===== config.mk =====
export PLATFORM = sky130hd
export DESIGN_NAME = ddcc_top
export DESIGN_NICKNAME = d
export VERILOG_FILES = /design/src/verilog/ddcc_pkg.sv /design/src/verilog/ddcc_top.sv
export SDC_FILE = /design/constraint.sdc
export NUM_CORES = 1
export LEC_CHECK = 0
export BUFFER_PORTS_ARGS = -buffer_cell sky130_fd_sc_hd__buf_2
export CAP_MARGIN = 20
export CORE_ASPECT_RATIO = 2
export CORE_MARGIN = 2
export CORE_UTILIZATION = 32
export CTS_CLUSTER_DIAMETER = 150
export CTS_CLUSTER_SIZE = 30
export DETAILED_ROUTE_END_ITERATION = 8
export PLACE_DENSITY_LB_ADDON = 0.05
export SLEW_MARGIN = 20
export SYNTH_ARGS = -nofsm -noshare
export SYNTH_HDL_FRONTEND = slang
export SYNTH_SLANG_ARGS = --single-unit

===== constraint.sdc =====
create_clock -name i_core_clk -period 6.22 [get_ports i_core_clk]
set_input_delay 0.311 -clock i_core_clk [delete_from_list [all_inputs] [get_ports i_core_clk]]
set_output_delay 0.311 -clock i_core_clk [all_outputs]
set_load 0.1 [all_outputs]

===== src/verilog/ddcc_pkg.sv =====
// Purpose: Constants and types for the decimation and down-converter configuration block.
// Assumes: APB with 32-bit data; each byte register sits in the low byte of one word.
// Notes: Register indices are byte-register numbers; the bus address is four times the index.
// Contract
// Chain A enables stages from stage 1; nine stages decimate by 512.
// Chain A zero bypasses all chain A stages; zero is the reset value.
// Stage enables are thermometer coded from the lowest usable stage.
// In down-converter mode chain A starts at stage 3, low bits zero, max 128.
// Each enabled stage halves the output data rate.
// Host updates output data and clock rate settings with chain A.
// Chain B all ones enables stages 3 to 9; 0000-0011 enables stage 3.
// Chain B 0000-0001 has no effect; zero disables all chain B stages.
// Chain B acts only on the quadrature channel in down-converter mode.
// Control one bit 6 picks high-pass (1) or low-pass (0) half-band.
// The half-band filter also decimates by two.
// Control one bit 5 enables the first oscillator; reset disabled.
// Amplitude and phase dithering act only while the generator is enabled.
// Host should enable both dither forms for best spectrum.
// Control one bit 2 enables the dither shift register; reset disabled.
// Control one bit 1 centres output near fs/8; off gives complex I/Q.
// Host sets bits 0, 2 and 5 together for down-conversion.
// Control two bit 6 enables the second down-converter stage.
// Control two bit 5 selects gain two, else unity gain.
// Tuning word is stored low byte first and resets to zero.
// Host keeps factory bits at their defaults.
// Oscillator frequency is tuning word over 2^32 times sample rate.
// Tuning word, top byte at the next register, acts only with converter one.
// Host writes only thermometer-coded stage values.
package ddcc_pkg;
  // Byte-register indices
  localparam logic [7:0] IDX_CHAIN_A_LOW = 8'h7A;
  localparam logic [7:0] IDX_CHAIN_A = 8'h7B;
  localparam logic [7:0] IDX_CHAIN_B = 8'h7C;
  localparam logic [7:0] IDX_CTRL_ONE = 8'h80;
  localparam logic [7:0] IDX_CTRL_TWO = 8'h81;
  localparam logic [7:0] IDX_TUNE_LOW = 8'h82;
  localparam logic [7:0] IDX_TUNE_MIDLOW = 8'h83;
  localparam logic [7:0] IDX_TUNE_MIDHIGH = 8'h84;
  localparam logic [7:0] IDX_TUNE_HIGH = 8'h85;
  // Field positions
  localparam int POS_CHAIN_A0 = 6;
  localparam int POS_HB_RESPONSE = 6;
  localparam int POS_OSC_EN = 5;
  localparam int POS_AMP_DITH = 4;
  localparam int POS_PHASE_DITH = 3;
  localparam int POS_PRNG_EN = 2;
  localparam int POS_MIX2_CENTER = 1;
  localparam int POS_DDC1_EN = 0;
  localparam int POS_DDC2_EN = 6;
  localparam int POS_HB_GAIN = 5;
  // Reset values and dither generator constants
  localparam logic [7:0] RST_BYTE = 8'h00;
  localparam logic [15:0] LFSR_SEED = 16'hACE1;
  localparam logic [15:0] LFSR_TAPS = 16'hB400;
  localparam int DITHER_BITS = 4;
  // Settings carried to the data path as one bundle
  typedef struct packed {
    logic [8:0] stage_en_a;
    logic [8:0] stage_en_b;
    logic [3:0] decim_log2_a;
    logic [3:0] decim_log2_b;
    logic halfband_highpass;
    logic halfband_gain2;
    logic downconv_two_on;
    logic complex_out;
  } ddcc_cfg_type;
endpackage


===== src/verilog/ddcc_top.sv =====
// Purpose: APB register file and control logic for the decimation chains and down-converter.
// Assumes: One 200 MHz core clock, synchronous active-high reset, APB master on the same clock.
// Notes: Read data is captured in the setup cycle, so every access with i_ce high completes with no wait state.
//
// Design decision made here: register access over APB.
`timescale 1ns/1ps
module ddcc_top (
  input wire logic i_core_clk,
  input wire logic i_rst,
  input wire logic i_ce,
  input wire logic i_psel,
  input wire logic i_penable,
  input wire logic i_pwrite,
  input wire logic [31:0] i_paddr,
  input wire logic [31:0] i_pwdata,
  output logic [31:0] o_prdata,
  output logic o_pready,
  output logic o_pslverr,
  output ddcc_pkg::ddcc_cfg_type o_cfg,
  output logic o_strobe_a,
  output logic o_strobe_b,
  output logic [31:0] o_osc_phase,
  output logic [ddcc_pkg::DITHER_BITS-1:0] o_amp_dither,
  output logic [2:0] o_mix2_phase
);
  import ddcc_pkg::*;

  logic [7:0] chain_a_low;
  logic [7:0] chain_a;
  logic [7:0] chain_b;
  logic [7:0] ctrl_one;
  logic [7:0] ctrl_two;
  logic [7:0] tune_byte [0:3];
  logic [31:0] tune_word;
  logic [31:0] phase_acc;
  logic [15:0] lfsr;
  logic [9:0] rate_cnt;
  logic [8:0] raw_a;
  logic [8:0] eff_a;
  logic [8:0] eff_b;
  logic [3:0] log2_a;
  logic [3:0] log2_b;
  logic [9:0] mask_a;
  logic [9:0] mask_b;
  logic ddc_mode;
  logic acc_on;
  logic prng_on;
  logic setup;
  logic access;
  logic wr_fire;
  logic [7:0] idx;
  logic mapped;

  // Count of enabled stages in a thermometer field
  function automatic logic [3:0] stage_count(input logic [8:0] v);
    logic [3:0] n;
    n = 4'h0;
    for (int k = 0; k < 9; k++) begin
      n = n + {3'h0, v[k]};
    end
    return n;
  endfunction

  // Check that a register index names a defined register; the low two address bits are checked in mapped
  function automatic logic is_reg(input logic [7:0] i);
    return (i == IDX_CHAIN_A_LOW) || (i == IDX_CHAIN_A) || (i == IDX_CHAIN_B) ||
           (i == IDX_CTRL_ONE) || (i == IDX_CTRL_TWO) ||
           (i >= IDX_TUNE_LOW && i <= IDX_TUNE_HIGH);
  endfunction

  // Bus decode
  assign idx = i_paddr[9:2];
  assign mapped = (i_paddr[31:10] == 22'h0) && (i_paddr[1:0] == 2'h0) && is_reg(idx);
  assign setup = i_psel && !i_penable;
  assign access = i_psel && i_penable;
  // A frozen core must not let the master complete a transfer it has not stored
  assign o_pready = access && i_ce;
  assign o_pslverr = access && i_ce && !mapped;
  assign wr_fire = access && i_ce && i_pwrite && mapped;

  // Control and chain registers, full bytes kept so factory bits read back as written
  always_ff @(posedge i_core_clk) begin
    if (i_rst) begin
      chain_a_low <= RST_BYTE;
      chain_a <= RST_BYTE;
      chain_b <= RST_BYTE;
      ctrl_one <= RST_BYTE; // see see
      ctrl_two <= RST_BYTE; // see
    end else if (wr_fire) begin
      if (idx == IDX_CHAIN_A_LOW) begin
        chain_a_low <= i_pwdata[7:0];
      end
      if (idx == IDX_CHAIN_A) begin
        chain_a <= i_pwdata[7:0];
      end
      if (idx == IDX_CHAIN_B) begin
        chain_b <= i_pwdata[7:0];
      end
      if (idx == IDX_CTRL_ONE) begin
        ctrl_one <= i_pwdata[7:0];
      end
      if (idx == IDX_CTRL_TWO) begin
        ctrl_two <= i_pwdata[7:0];
      end
    end
  end

  // Tuning word bytes, lowest address holds the least significant byte
  generate
    for (genvar g = 0; g < 4; g++) begin : g_tune
      always_ff @(posedge i_core_clk) begin
        if (i_rst) begin
          tune_byte[g] <= RST_BYTE;
        end else if (wr_fire && idx == IDX_TUNE_LOW + 8'(g)) begin
          tune_byte[g] <= i_pwdata[7:0]; // see
        end
      end
    end
  endgenerate
  assign tune_word = {tune_byte[3], tune_byte[2], tune_byte[1], tune_byte[0]};

  // Read data captured in the setup cycle; unmapped reads return zero
  always_ff @(posedge i_core_clk) begin
    if (i_rst) begin
      o_prdata <= 32'h0000_0000;
    end else if (i_ce && setup) begin
      o_prdata <= 32'h0000_0000;
      if (mapped && !i_pwrite) begin
        unique case (idx)
          IDX_CHAIN_A_LOW: o_prdata[7:0] <= chain_a_low;
          IDX_CHAIN_A: o_prdata[7:0] <= chain_a;
          IDX_CHAIN_B: o_prdata[7:0] <= chain_b;
          IDX_CTRL_ONE: o_prdata[7:0] <= ctrl_one;
          IDX_CTRL_TWO: o_prdata[7:0] <= ctrl_two;
          default: o_prdata[7:0] <= tune_byte[idx[1:0] - 2'(IDX_TUNE_LOW)];
        endcase
      end
    end
  end

  // Stage enables; patterns other than thermometer codes give undefined rates
  assign ddc_mode = ctrl_one[POS_DDC1_EN];
  assign raw_a = {chain_a, chain_a_low[POS_CHAIN_A0]};
  assign eff_a = ddc_mode ? {raw_a[8:2], 2'b00} : raw_a; // see see
  // Chain B bit 0 alone enables nothing, so stages 3..9 map to bits 1..7
  assign eff_b = ddc_mode ? {chain_b[7:1], 2'b00} : 9'h000; // see see
  assign log2_a = stage_count(eff_a);
  assign log2_b = stage_count(eff_b);

  // Configuration bundle handed to the data path
  always_comb begin
    o_cfg.stage_en_a = eff_a;
    o_cfg.stage_en_b = eff_b;
    o_cfg.decim_log2_a = log2_a;
    o_cfg.decim_log2_b = log2_b;
    o_cfg.halfband_highpass = ctrl_one[POS_HB_RESPONSE];
    o_cfg.halfband_gain2 = ctrl_two[POS_HB_GAIN];
    o_cfg.downconv_two_on = ctrl_two[POS_DDC2_EN];
    o_cfg.complex_out = !ctrl_one[POS_MIX2_CENTER];
  end

  // Output-rate divider: one strobe per 2^stages input samples, plus one more
  // halving from the half-band filter while the down-converter runs
  assign mask_a = 10'((11'h001 << (log2_a + {3'h0, ddc_mode})) - 11'h001); // see
  assign mask_b = 10'((11'h001 << (log2_b + 4'h1)) - 11'h001);
  always_ff @(posedge i_core_clk) begin
    if (i_rst) begin
      rate_cnt <= 10'h000;
    end else if (i_ce) begin
      rate_cnt <= rate_cnt + 10'h001;
    end
  end
  assign o_strobe_a = i_ce && ((rate_cnt & mask_a) == mask_a);
  assign o_strobe_b = i_ce && ddc_mode && ((rate_cnt & mask_b) == mask_b);

  // Oscillator accumulator advances by the tuning word each sample
  assign acc_on = ddc_mode && ctrl_one[POS_OSC_EN];
  always_ff @(posedge i_core_clk) begin
    if (i_rst) begin
      phase_acc <= 32'h0000_0000;
    end else if (i_ce && acc_on) begin
      phase_acc <= phase_acc + tune_word; // see see
    end
  end

  // Dither generator; held still when disabled to save power
  assign prng_on = ctrl_one[POS_PRNG_EN];
  always_ff @(posedge i_core_clk) begin
    if (i_rst) begin
      lfsr <= LFSR_SEED;
    end else if (i_ce && prng_on) begin
      lfsr <= lfsr[0] ? ((lfsr >> 1) ^ LFSR_TAPS) : (lfsr >> 1);
    end
  end

  // Dithered phase and amplitude noise, both gated by the generator enable
  always_ff @(posedge i_core_clk) begin
    if (i_rst) begin
      o_osc_phase <= 32'h0000_0000;
      o_amp_dither <= '0;
    end else if (i_ce) begin
      if (prng_on && ctrl_one[POS_PHASE_DITH]) begin
        o_osc_phase <= phase_acc ^ {28'h0000000, lfsr[DITHER_BITS-1:0]};
      end else begin
        o_osc_phase <= phase_acc;
      end
      if (prng_on && ctrl_one[POS_AMP_DITH]) begin
        o_amp_dither <= lfsr[15 -: DITHER_BITS];
      end else begin
        o_amp_dither <= '0;
      end
    end
  end

  // Second mixer steps one eighth turn per output sample, giving fs/8 over the rate
  always_ff @(posedge i_core_clk) begin
    if (i_rst) begin
      o_mix2_phase <= 3'h0;
    end else if (i_ce) begin
      if (!ctrl_one[POS_MIX2_CENTER]) begin
        o_mix2_phase <= 3'h0;
      end else if (o_strobe_a) begin
        o_mix2_phase <= o_mix2_phase + 3'h1;
      end
    end
  end

  a_bypass_zero: assert property (@(posedge i_core_clk) disable iff (i_rst)
    (raw_a == 9'h000) |-> (o_cfg.stage_en_a == 9'h000 && o_cfg.decim_log2_a == 4'h0))
    else $error("chain A zero did not bypass");
  a_ddc_low_zero: assert property (@(posedge i_core_clk) disable iff (i_rst)
    ddc_mode |-> (o_cfg.stage_en_a[1:0] == 2'b00 && o_cfg.decim_log2_a <= 4'h7))
    else $error("chain A low stages active in down-converter mode");
  a_chain_b_gate: assert property (@(posedge i_core_clk) disable iff (i_rst)
    !ddc_mode |-> (o_cfg.stage_en_b == 9'h000 && !o_strobe_b))
    else $error("chain B active outside down-converter mode");
  a_b_lsb_noeffect: assert property (@(posedge i_core_clk) disable iff (i_rst)
    (chain_b == 8'h01) |-> (o_cfg.decim_log2_b == 4'h0))
    else $error("chain B bit 0 changed filtering");
  a_full_rate: assert property (@(posedge i_core_clk) disable iff (i_rst)
    (raw_a == 9'h1FF && !ddc_mode && i_ce) |-> (o_cfg.decim_log2_a == 4'h9))
    else $error("nine stages not counted as 512");
  a_strobe_halves: assert property (@(posedge i_core_clk) disable iff (i_rst)
    (raw_a == 9'h001 && !ddc_mode && i_ce && o_strobe_a) ##1 (i_ce && $stable(ctrl_one))
      |-> !o_strobe_a)
    else $error("one stage did not halve the rate");
  a_phase_step: assert property (@(posedge i_core_clk) disable iff (i_rst)
    (i_ce && acc_on) |=> (phase_acc == $past(phase_acc) + $past(tune_word)))
    else $error("accumulator did not advance by the tuning word");
  a_phase_hold: assert property (@(posedge i_core_clk) disable iff (i_rst)
    (!ddc_mode) |=> $stable(phase_acc))
    else $error("accumulator moved without converter one");
  a_dither_gate: assert property (@(posedge i_core_clk) disable iff (i_rst)
    (!prng_on && i_ce) |=> (o_amp_dither == '0 && o_osc_phase == $past(phase_acc)))
    else $error("dither present with generator off");
  a_lfsr_hold: assert property (@(posedge i_core_clk) disable iff (i_rst)
    !prng_on |=> $stable(lfsr))
    else $error("shift register ran while disabled");
  a_tune_write: assert property (@(posedge i_core_clk) disable iff (i_rst)
    (wr_fire && idx == IDX_TUNE_LOW) |=> (tune_word[7:0] == $past(i_pwdata[7:0])))
    else $error("tuning low byte not stored");
  a_halfband_sel: assert property (@(posedge i_core_clk) disable iff (i_rst)
    (wr_fire && idx == IDX_CTRL_ONE) |=>
      (o_cfg.halfband_highpass == $past(i_pwdata[POS_HB_RESPONSE])))
    else $error("half-band response select not applied");
  a_gain_sel: assert property (@(posedge i_core_clk) disable iff (i_rst)
    (wr_fire && idx == IDX_CTRL_TWO) |=>
      (o_cfg.halfband_gain2 == $past(i_pwdata[POS_HB_GAIN]) &&
       o_cfg.downconv_two_on == $past(i_pwdata[POS_DDC2_EN])))
    else $error("control two fields not applied");

  // Chain B decode end points; bit 0 alone is dropped, so all ones reaches stage 9
  a_chain_b_full: assert property (@(posedge i_core_clk) disable iff (i_rst)
    (ddc_mode && chain_b == 8'hFF) |->
      (o_cfg.stage_en_b == 9'h1FC && o_cfg.decim_log2_b == 4'h7))
    else $error("chain B all ones did not enable stages 3 to 9");
  // Lowest chain B setting enables stage 3 alone
  a_chain_b_one: assert property (@(posedge i_core_clk) disable iff (i_rst)
    (ddc_mode && chain_b == 8'h03) |->
      (o_cfg.stage_en_b == 9'h004 && o_cfg.decim_log2_b == 4'h1))
    else $error("chain B lowest setting not stage 3 alone");
  // Normal mode passes the full nine-stage field straight through
  a_chain_a_nine: assert property (@(posedge i_core_clk) disable iff (i_rst)
    (raw_a == 9'h1FF && !ddc_mode) |-> (o_cfg.stage_en_a == 9'h1FF))
    else $error("chain A nine stages not all enabled");
  // Down-converter mode caps chain A at stages 3 to 9
  a_ddc_max: assert property (@(posedge i_core_clk) disable iff (i_rst)
    (raw_a == 9'h1FF && ddc_mode) |->
      (o_cfg.stage_en_a == 9'h1FC && o_cfg.decim_log2_a == 4'h7))
    else $error("chain A not capped at stages 3 to 9");
  // Mixer phase parks at zero while the fs/8 centring is off
  a_mix2_idle: assert property (@(posedge i_core_clk) disable iff (i_rst)
    (!ctrl_one[POS_MIX2_CENTER] && i_ce) |=> (o_mix2_phase == 3'h0))
    else $error("second mixer phase moved while centring off");
  // One eighth turn per output sample while centring is on
  a_mix2_step: assert property (@(posedge i_core_clk) disable iff (i_rst)
    (ctrl_one[POS_MIX2_CENTER] && i_ce && o_strobe_a) |=>
      (o_mix2_phase == $past(o_mix2_phase) + 3'h1))
    else $error("second mixer phase did not step");
  // With no chain stage the half-band alone still halves the rate
  a_hb_halves: assert property (@(posedge i_core_clk) disable iff (i_rst)
    (ddc_mode && raw_a == 9'h000 && i_ce && o_strobe_a) ##1
      (i_ce && $stable(ctrl_one) && $stable(raw_a)) |-> !o_strobe_a)
    else $error("half-band did not decimate by two");
  // Tuning word only changes through its own byte writes
  a_tune_hold: assert property (@(posedge i_core_clk) disable iff (i_rst)
    !(wr_fire && idx >= IDX_TUNE_LOW && idx <= IDX_TUNE_HIGH) |=> $stable(tune_word))
    else $error("tuning word changed without a write");
  // Clock enable low freezes every piece of state
  a_ce_freeze: assert property (@(posedge i_core_clk) disable iff (i_rst)
    !i_ce |=> ($stable(phase_acc) && $stable(lfsr) && $stable(rate_cnt) &&
      $stable(ctrl_one) && $stable(tune_word)))
    else $error("state moved with clock enable low");
  // A running generator never sticks; the seed keeps it off the all-zero state
  a_lfsr_moves: assert property (@(posedge i_core_clk) disable iff (i_rst)
    (prng_on && i_ce) |=> (lfsr != $past(lfsr)))
    else $error("shift register stalled while enabled");
  // First oscillator disabled holds its phase
  a_osc_off: assert property (@(posedge i_core_clk) disable iff (i_rst)
    !ctrl_one[POS_OSC_EN] |=> $stable(phase_acc))
    else $error("accumulator moved with oscillator disabled");
  // Phase dither touches only the low bits of the phase
  a_phase_dith: assert property (@(posedge i_core_clk) disable iff (i_rst)
    (i_ce && prng_on && ctrl_one[POS_PHASE_DITH]) |=>
      (o_osc_phase == ($past(phase_acc) ^ {28'h0000000, $past(lfsr[DITHER_BITS-1:0])})))
    else $error("phase dither not applied");
  // Amplitude dither carries the top generator bits
  a_amp_dith: assert property (@(posedge i_core_clk) disable iff (i_rst)
    (i_ce && prng_on && ctrl_one[POS_AMP_DITH]) |=>
      (o_amp_dither == $past(lfsr[15 -: DITHER_BITS])))
    else $error("amplitude dither not applied");
endmodule


==> run metrics, run 1 <==
num ports 175; Reg2Reg Depth 20; Setup violations, final 0; total wire length 30830 um; DP HPWL 23370 um; Top FF cell, synth dfxtp_1; Root Driver clkbuf_16; final net count between 1000 and 1500; Wirelength per Cell roughly 19 um; Slowest-stage cell, CP fa_1; CTS tree built; Mapped Avg Cell Area 8.963 um2; WP depth 19; initial antenna violation count 0; DRC violations left 0; CP endpoint kind output pin; Lkg Pwr around 4.8 nW; Clock Pin Slew Worst Setup and Hold Paths 0.07 ns; Setup CP Type register to output pin; worst hold path type input port to register; antenna-violating nets left 0; fmax 0.1678 GHz; Via density 4.928; Final Slew Violations 0; Power Density 214.3 nW/um2; clock sink count about 180; share of layout cells above drive strength 1 17.38%; Rel. slew slack 32.17%; Buf/Inv on CP 4; GRT overflow 0; Tcrit/Tclk final 95.80%; Site Rows 92; post-place setup slack 0.4146 ns; register area share after synthesis a little under two fifths; largest net degree at the start of global routing 67; CP arrival 5.65 ns; Post-synth EDFFs 32; post-layout min period 5.959 ns; RSZ-0062 raised after global routing no; crit path cell chain and2_4 -> fa_1 -> inv_1 -> fa_1 -> inv_1 -> fa_2 -> inv_1 -> fa_1 -> nor2b_4 -> ha_1 -> nor2_2 -> nand2_1 -> ha_1 -> o21ai_0 -> a21oi_1 -> a2111oi_1 -> o311ai_1 -> a2111oi_4 -> buf_6; Ys Warns 0; Die ar. 33430 um2; CP peak stage delay 0.53 ns; chip height 256.6 um; vias in the first global route 8319; global placer's final weighted congestion between 0.8 and 0.9; crit start category register; status complete, no violations; Fin. Hold Viols 0; maximum VDD drop 193.3 uV; most frequent cells in the layout dfxtp_1, nor2_1, buf_2; Crit Path Max Fanout 9; Hold Path Depth 3; Max Root-Sink Buffers 2; overall power 2.502 mW; DRC marker count from the first detailed-route iteration 455; Max Cap Viol 0; most common cell after layout, fill and taps aside dfxtp_1; Slew @ Worst Pin 1.011 ns; initial core utilization between 30% and 40%; first-pass GRT wire length 48070 um; worst-skew pair later-pin latency 0.46 ns; routed vias 8180; Syn Inst Count ~1100; #FFs+latches synth 177; Syn-to-layout area delta 14.38%; Synth async-reset ratio 0%; Top delay family on crit path adder cells; All-Layer GR Usage 19.09%; DIE WIDTH approximately 130 um; Setup Skew 0.008633 ns; Synth cell types 78; total CTS buffers 17; Ant. Diodes 0; Core Box Area 31430 um2; Cell Area, Synth 10210 um2; drt first pass iters 4; H-tree depth 4; PnR worst setup slack between 0.2 and 0.3 ns; # port buffers 123; critical path data required time between 5 and 6 ns
worst reg2reg max path, cell delays in order, from the launching register on:
cell and delay (ns):
dfxtp_2 0.36, inv_2 0.04, fa_1 0.57, fa_1 0.45, fa_1 0.47, fa_2 0.37, fa_1 0.54, clkinvlp_4 0.13
ha_4 0.17, xor3_2 0.30, and2b_2 0.25, nand3_2 0.11, ha_4 0.22, nand2b_1 0.07, a21oi_1 0.06, o32ai_1 0.33
o311ai_2 0.20, a211oi_4 0.27, buf_4 0.20, nand3b_1 0.12, a31oi_1 0.08
sequential cells by signal (all words and copies together) (netlist names), 10 cells and up:
signal and flops:
o_osc_phase 32, phase_acc 32, tune_byte 32, lfsr 16
rate_cnt 10
cells in the mapped netlist (21+ instances only):
| master | count | area (um2) |
|---|---|---|
| a21oi_1 | 87 | 435.4 |
| and2_1 | 40 | 250.2 |
| buf_4 | 37 | 277.8 |
| clkbuf_1 | 38 | 142.6 |
| dfxtp_1 | 145 | 2903 |
| edfxtp_1 | 32 | 960.9 |
| ha_1 | 41 | 513.0 |
| inv_1 | 40 | 150.1 |
| mux2i_1 | 77 | 770.7 |
| nand2_1 | 106 | 397.9 |
| nand2b_1 | 21 | 131.4 |
| nor2_1 | 126 | 473.0 |
| o21ai_0 | 40 | 200.2 |
final timing paths:
check              start              end  slack [ns]
min reg2reg     lfsr[10]          lfsr[9]        0.45
max          ctrl_one[0]       o_strobe_b        0.26
max reg2reg   chain_a[1]  o_mix2_phase[1]        0.78
min          i_pwdata[6]       chain_a[6]        0.27
repair_timing:
item	CTS	global route
cloned	0	0
resized for setup	1	5
hold endpoints to repair	0	0
hold buffers	0	0
endpoints found under the setup margin	1	2
setup buffers	0	0
cell families after synthesis:
| group | after synthesis | synth area share [%] |
|---|---|---|
| other | 1 | 0.03673 |
| adder cells (fa/ha/maj) | 52 | 7.084 |
| buffers and inverters | 132 | 6.802 |
| flip-flops | 177 | 37.85 |
| AND/OR/NAND/NOR | 415 | 20.70 |
| multiplexers | 85 | 9.315 |
| AO/OA/AOI/OAI | 237 | 14.63 |
| XOR/XNOR | 40 | 3.579 |
layout make-up:
cell class,instances,area [um2]
fill,3291,19750
multi-input combinational,856,5857
sequential,177,3866
timing repair buffer,131,690.7
tap,423,529.3
clock buffer,22,474.2
inverter,41,161.4
clock inverter,10,97.59
per-layer routing:
layer	global-route usage, %	up-vias	part of all wire (%)
met5	0	-	0
met4	6.541	0	2.2
met3	3.025	26	2.5
met2	37.22	145	58
met1	19.95	3884	38
li1	-	4125	-
report_power, final:
part	switching [mW]	internal (mW)	total, mW	leakage [nW]
clock network	0.484	0.588	1.07	0.282
registers	0.0169	1.18	1.20	1.47
logic	0.181	0.0539	0.235	3.06
per-stage QoR:
step | TNS (ns) | util [%] | area (um2) | std cells | hold slack (ns)
3_5_place_dp | 0 | 35.29 | 11090 | 1628 | 0.4472
4_1_cts | 0 | 37.12 | 11660 | 1660 | 0.2522
3_3_place_gp | 0 | 35.29 | 11090 | 1628 | 0.4452
5_1_grt | 0 | 37.16 | 11680 | 1660 | 0.2810
6_report | 0 | 37.16 | 11680 | 1660 | 0.2732
2_1_floorplan | -0.1019 | - | 10430 | 1165 | 0.4321
Power figures use the tool's default switching activity.
==> run 2: changes to the inputs <==
==> constraint.sdc (replaced) <==
create_clock -name i_core_clk -period 6.22 [get_ports i_core_clk]
set_input_delay 0.311 -clock i_core_clk [delete_from_list [all_inputs] [get_ports i_core_clk]]
set_output_delay 0.311 -clock i_core_clk [all_outputs]
set_load 0.05 [all_outputs]
==> run 2 against run 1 <==
  * Cell area is 0.65% lower
  * Fmax about the same
  * Total power decreased by 1.2%
  * Final cell count did not move
  * Flip-flop and latch count did not move
  * Count of clock-buffer cells in the layout decreased by 5
  * Hold slack got worse by 0.013 ns
  * Clock skew grew 0.0053 ns
  * First-iteration DRC count fell by 2.4%
  * Via count is essentially flat
  * Non-clock buffer count stayed put
  * Sequential power is essentially flat
  * Critical path type unchanged
  * Critical endpoint unchanged
  * Highest routed layer unchanged
==> run metrics, run 2 (synthesis gave the netlist of run 1 again) <==
worst hold path type input port to register (unchanged); RSZ-0062 raised after global routing no (unchanged); Root Driver clkbuf_16 (unchanged); post-place setup slack 0.3628 ns (was 0.4146 ns); chip height 256.6 um (unchanged); H-tree depth 4 (unchanged); dpl cells 1628 (unchanged); routed vias 8177 (was 8180); CTS tree built (unchanged); fmax 0.1677 GHz (was 0.1678 GHz); Die ar. 33430 um2 (unchanged); most common cell after layout, fill and taps aside dfxtp_1 (unchanged); largest net degree at the start of global routing 70 (was 67); antenna-violating nets left 0 (unchanged); drt first pass iters 4 (unchanged); biggest registers after layout o_osc_phase: 32 flops, phase_acc: 32 flops, tune_byte: 32 flops (unchanged); overall power 2.472 mW (was 2.502 mW); Via density 4.926 (was 4.928); clock sink count 177 (unchanged); PnR worst setup slack 0.2558 ns (was 0.2614 ns); DRC marker count from the first detailed-route iteration 444 (was 455); Lkg Pwr 4.826 nW (was 4.813 nW); DIE WIDTH 130.3 um (unchanged); Setup violations, final 0 (unchanged); register-to-register setup slack 0.87 ns (was 0.78 ns); fin cells 1660 (unchanged); CP arrival 5.65 ns (about the same); GRT overflow 0 (unchanged); Core Box Area 31430 um2 (unchanged); first-pass GRT wire length 47100 um (was 48070 um); WP depth 19 (unchanged); Slowest-stage cell, CP fa_1 (unchanged); DP HPWL 23490 um (was 23370 um); Ant. Diodes 0 (unchanged); Fin. Hold Viols 0 (unchanged); Clock Pin Slew Worst Setup and Hold Paths 0.08 ns (was 0.07 ns); worst-skew pair later-pin latency 0.46 ns (about the same); DRC violations left 0 (unchanged); setup TNS 0 ns (unchanged); final net count 1345 (unchanged); Crit Path Max Fanout 9 (unchanged); Reg2Reg Depth 20 (unchanged); Setup Skew 0.01393 ns (was 0.008633 ns); Max Cap Viol 0 (unchanged); Wirelength per Cell 18.53 um (was 18.57 um); most frequent cells in the layout dfxtp_1, nor2_1, buf_2 (unchanged); crit start category register (unchanged); maximum VDD drop 184.1 uV (was 193.3 uV); Power Density 213.1 nW/um2 (was 214.3 nW/um2); share of layout cells above drive strength 1 16.41% (was 17.38%); most used cell, CP fa_1; Max Root-Sink Buffers 2 (unchanged); initial core utilization 32.49% (unchanged); post-layout min period 5.964 ns (was 5.959 ns); crit path cell chain and2_1 -> fa_1 -> inv_1 -> fa_1 -> inv_1 -> fa_1 -> inv_1 -> fa_1 -> nor2b_4 -> ha_1 -> nor2_2 -> nand2_1 -> ha_1 -> o21ai_0 -> a21oi_1 -> a2111oi_0 -> o311ai_1 -> a2111oi_4 -> buf_2 (was and2_4 -> fa_1 -> inv_1 -> fa_1 -> inv_1 -> fa_2 -> inv_1 -> fa_1 -> nor2b_4 -> ha_1 -> nor2_2 -> nand2_1 -> ha_1 -> o21ai_0 -> a21oi_1 -> a2111oi_1 -> o311ai_1 -> a2111oi_4 -> buf_6); CP peak stage delay 0.54 ns (was 0.53 ns); global placer's final weighted congestion 0.8526 (was 0.8641); Syn-to-layout area delta 13.63% (was 14.38%); total CTS buffers 17 (unchanged); hold buffers post-CTS 0 (unchanged); vias in the first global route 8255 (was 8319); final core occ 36.91% (was 37.16%); Setup CP Type register to output pin (unchanged); total wire length 30760 um (was 30830 um); num ports 175 (unchanged); Buf/Inv on CP 4 (unchanged); Hold Path Depth 2 (was 3); critical path data required time 5.91 ns (about the same); Post-CTS Setup Inserts 0 (unchanged); CP endpoint kind output pin (unchanged); status complete, no violations (unchanged); Slew @ Worst Pin 0.9939 ns (was 1.011 ns); Final Slew Violations 0 (unchanged); Site Rows 92 (unchanged); initial antenna violation count 0 (unchanged); Top delay family on crit path adder cells (unchanged); Tcrit/Tclk final 95.89% (was 95.80%); All-Layer GR Usage 18.78% (was 19.09%); Rel. slew slack 33.34% (was 32.17%); # port buffers 123 (unchanged)
==> run 2: path summary, 6_finish.rpt <==
check | start | end
worst max-delay path | chain_b[1] | o_strobe_b
worst min-delay path | i_rst | chain_a_low[1]
worst max register to register | chain_a[1] | o_mix2_phase[1]
worst min register to register | lfsr[9] | lfsr[8]
==> run 2: area by class of cell <==
| class | count | area (um2) |
|---|---|---|
| tap | 423 | 529.3 |
| inverter | 41 | 153.9 |
| sequential | 177 | 3864 |
| timing repair buffer | 131 | 680.7 |
| clock inverter | 15 | 160.2 |
| clock buffer | 17 | 425.4 |
| fill | 3320 | 19830 |
| multi-input combinational | 856 | 5787 |
==> run 2: power by group <==
group	total, mW	switching (mW)	internal (mW)
combinational	0.189	0.136	0.0533
clock	1.09	0.546	0.540
sequential	1.20	0.0184	1.18
total	2.47	0.700	1.77
==> run 2: metal layers <==
metal  wire, um  up-vias  track usage, %
li1           -     4134               -
met1      11210     3854           18.93
met2      17640      142           36.36
met3        852       47           2.712
met4       1061        0           8.990
met5          0        -               0
==> run 2: what timing repair did <==
item                                   in CTS  in global routing
pin swaps                                   0                  0
setup endpoints to repair                   1                  2
endpoints found under the hold margin       0                  0
cloned                                      0                  0
gates resized for setup                     2                  5
==> run 2: metrics by stage <==
stage / instance area (um2) / hold slack [ns]
2_1_floorplan: 10330 / 0.4321
3_3_place_gp: 11000 / 0.4395
3_5_place_dp: 11000 / 0.4465
4_1_cts: 11590 / 0.2366
5_1_grt: 11600 / 0.2649
6_report: 11600 / 0.2605
==> run 3: changes to the inputs <==
--- a/config.mk
+++ b/config.mk
@@ -9,7 +9,7 @@
 export CAP_MARGIN = 20
 export CORE_ASPECT_RATIO = 2
 export CORE_MARGIN = 2
-export CORE_UTILIZATION = 32
+export CORE_UTILIZATION = 57
 export CTS_CLUSTER_DIAMETER = 150
 export CTS_CLUSTER_SIZE = 30
 export DETAILED_ROUTE_END_ITERATION = 8
==> run 3 against run 2 <==
  * Global-route usage grew 8.1 points
  * Combinational power is essentially flat
  * Setup slack better by 0.0082 ns
  * Clock power about the same
  * Core utilization rose by 27 points
  * First-iteration DRC count down 13%
  * Clock skew is 0.0044 ns lower
  * Sequential power barely moved
  * Total power down 0.91%
  * Cell area fell by 2.2%
  * Critical path type unchanged
  * Critical endpoint unchanged
==> run metrics, run 3 (synthesis gave the netlist of run 1 again) <==
status complete, no violations (unchanged); final net count 1346 (was 1345); Root Driver clkbuf_16 (unchanged); CP endpoint kind output pin (unchanged); largest net degree at the start of global routing 79 (was 70); clock share of power 43.6% (was 43.9%); share of layout cells above drive strength 1 16.40% (was 16.41%); DP HPWL 19340 um (was 23490 um); routed vias 8322 (was 8177); Max Root-Sink Buffers 2 (unchanged); Clock Pin Slew Worst Setup and Hold Paths 0.06 ns (was 0.08 ns); chip height 193.3 um (was 256.6 um); post-place setup slack 0.1964 ns (was 0.3628 ns); initial core utilization 57.68% (was 32.49%); Syn-to-layout area delta 11.15% (was 13.63%); post-layout min period 5.956 ns (was 5.964 ns); initial antenna violation count 0 (unchanged); Via density 5.735 (was 4.926); Setup Skew 0.009569 ns (was 0.01393 ns); Tcrit/Tclk final 95.76% (was 95.89%); most common cell after layout, fill and taps aside dfxtp_1 (unchanged); Top delay family on crit path adder cells (unchanged); Slew @ Worst Pin 0.8853 ns (was 0.9939 ns); global placer's final weighted congestion 0.9560 (was 0.8526); register area 3864 um2 (unchanged); num ports 175 (unchanged); Buf/Inv on CP 4 (unchanged); Setup violations, final 0 (unchanged); crit path cell chain and2_1 -> fa_1 -> inv_1 -> fa_1 -> inv_1 -> fa_1 -> inv_1 -> fa_2 -> nor2b_4 -> ha_1 -> nor2_2 -> nand2_1 -> ha_1 -> o21ai_0 -> a21oi_1 -> a2111oi_1 -> o311ai_1 -> a2111oi_4 -> clkbuf_4 (was and2_1 -> fa_1 -> inv_1 -> fa_1 -> inv_1 -> fa_1 -> inv_1 -> fa_1 -> nor2b_4 -> ha_1 -> nor2_2 -> nand2_1 -> ha_1 -> o21ai_0 -> a21oi_1 -> a2111oi_0 -> o311ai_1 -> a2111oi_4 -> buf_2); DIE WIDTH 98.63 um (was 130.3 um); CP arrival 5.64 ns (was 5.65 ns); Seq pwr share 48.8% (was 48.4%); vias in the first global route 8243 (was 8255); maximum VDD drop 183.9 uV (was 184.1 uV); Setup CP Type register to output pin (unchanged); PnR worst setup slack 0.2640 ns (was 0.2558 ns); All-Layer GR Usage 26.93% (was 18.78%); worst hold path type input port to register (unchanged); total wire length 25910 um (was 30760 um); Die ar. 19060 um2 (was 33430 um2); clock sink count 177 (unchanged); Power Density 215.8 nW/um2 (was 213.1 nW/um2); Crit Path Max Fanout 9 (unchanged); most frequent cells in the layout dfxtp_1, nor2_1, buf_2 (unchanged); Lkg Pwr 4.842 nW (was 4.826 nW); Site Rows 69 (was 92); Internal 1.856 mW (was 1.772 mW); total CTS buffers 17 (unchanged); Switching Power 0.5929 mW (was 0.6999 mW); Net Sw Frac 24.21% (was 28.31%); # port buffers 123 (unchanged); Max Cap Viol 0 (unchanged); first-pass GRT wire length 41100 um (was 47100 um); combinational share of power 7.6% (was 7.7%); Wirelength per Cell 17.85 um (was 18.53 um); DP Area 10730 um2 (was 11000 um2); crit start category register (unchanged); H-tree depth 4 (unchanged); final core occ 64.11% (was 36.91%); Slowest-stage cell, CP fa_1 (unchanged); Core Box Area 17700 um2 (was 31430 um2); Ant. Diodes 0 (unchanged); Hold WS 0.1517 ns (was 0.2605 ns); Rel. slew slack 40.98% (was 33.34%); fin area 11350 um2 (was 11600 um2); Final Slew Violations 0 (unchanged); DRC violations left 0 (unchanged); antenna-violating nets left 0 (unchanged); GRT overflow 0 (unchanged); fmax 0.1679 GHz (was 0.1677 GHz); CP peak stage delay 0.54 ns (about the same); area of the multi-input gates 5793 um2 (was 5787 um2); Fin. Hold Viols 0 (unchanged); critical path data required time 5.91 ns (about the same); biggest registers after layout o_osc_phase: 32 flops, phase_acc: 32 flops, tune_byte: 32 flops (unchanged); drt first pass iters 5 (was 4); worst-skew pair later-pin latency 0.43 ns (was 0.46 ns); fill count 1549 (was 3320); DRC marker count from the first detailed-route iteration 386 (was 444); CTS tree built (unchanged)
run 3: timing repair:
item	in CTS	in global routing
endpoints found under the setup margin	1	2
hold buffers	0	0
cloned	0	0
gates resized for setup	3	9
setup buffers	0	2
run 3: path summary, 6_finish.rpt:
kind | slack, ns | depth (start not counted) | to | from
setup / recovery | 0.26 | 19 | o_strobe_b | ctrl_one[0]
hold / removal | 0.15 | 2 | o_prdata[5] | i_rst
setup reg to reg | 0.99 | 20 | o_mix2_phase[1] | chain_a[2]
hold reg to reg | 0.46 | 2 | lfsr[9] | lfsr[10]
run 3: per-layer routing:
metal / part of all wire, % / GRT usage (%) / up-vias / routed length (um)
li1: - / - / 4125 / -
met1: 37 / 27.69 / 3934 / 9558
met2: 55 / 51.12 / 201 / 14290
met3: 3.6 / 4.516 / 62 / 923
met4: 4.4 / 13.19 / 0 / 1132
met5: 0 / 0 / - / 0
run 3: power groups by stage:
stage	logic, mW	clock network (mW)	registers (mW)
finish	0.186	1.07	1.20
floorplan	0.143	0	1.22
global route	0.199	1.13	1.20
CTS	0.185	1.09	1.20
global placement	0.183	0	1.22
detailed placement	0.184	0	1.22
run 3: final cells by class:
type                            instances  area share, %
Sequential cell                       177          34.05
Clock buffer                           23          4.212
Inverter                               41          1.356
Tap cell                              213          2.349
Multi-Input combinational cell        856          51.05
Clock inverter                          9         0.8932
Timing Repair Buffer                  132          6.087
run 3: per-stage QoR:
step | total power, mW | TNS [ns] | cells
6_report | 2.449 | 0 | 1451
2_1_floorplan | 1.360 | 0 | 1165
3_5_place_dp | 1.406 | 0 | 1417
5_1_grt | 2.524 | -0.01773 | 1451
3_3_place_gp | 1.404 | 0 | 1417
4_1_cts | 2.470 | 0 | 1449
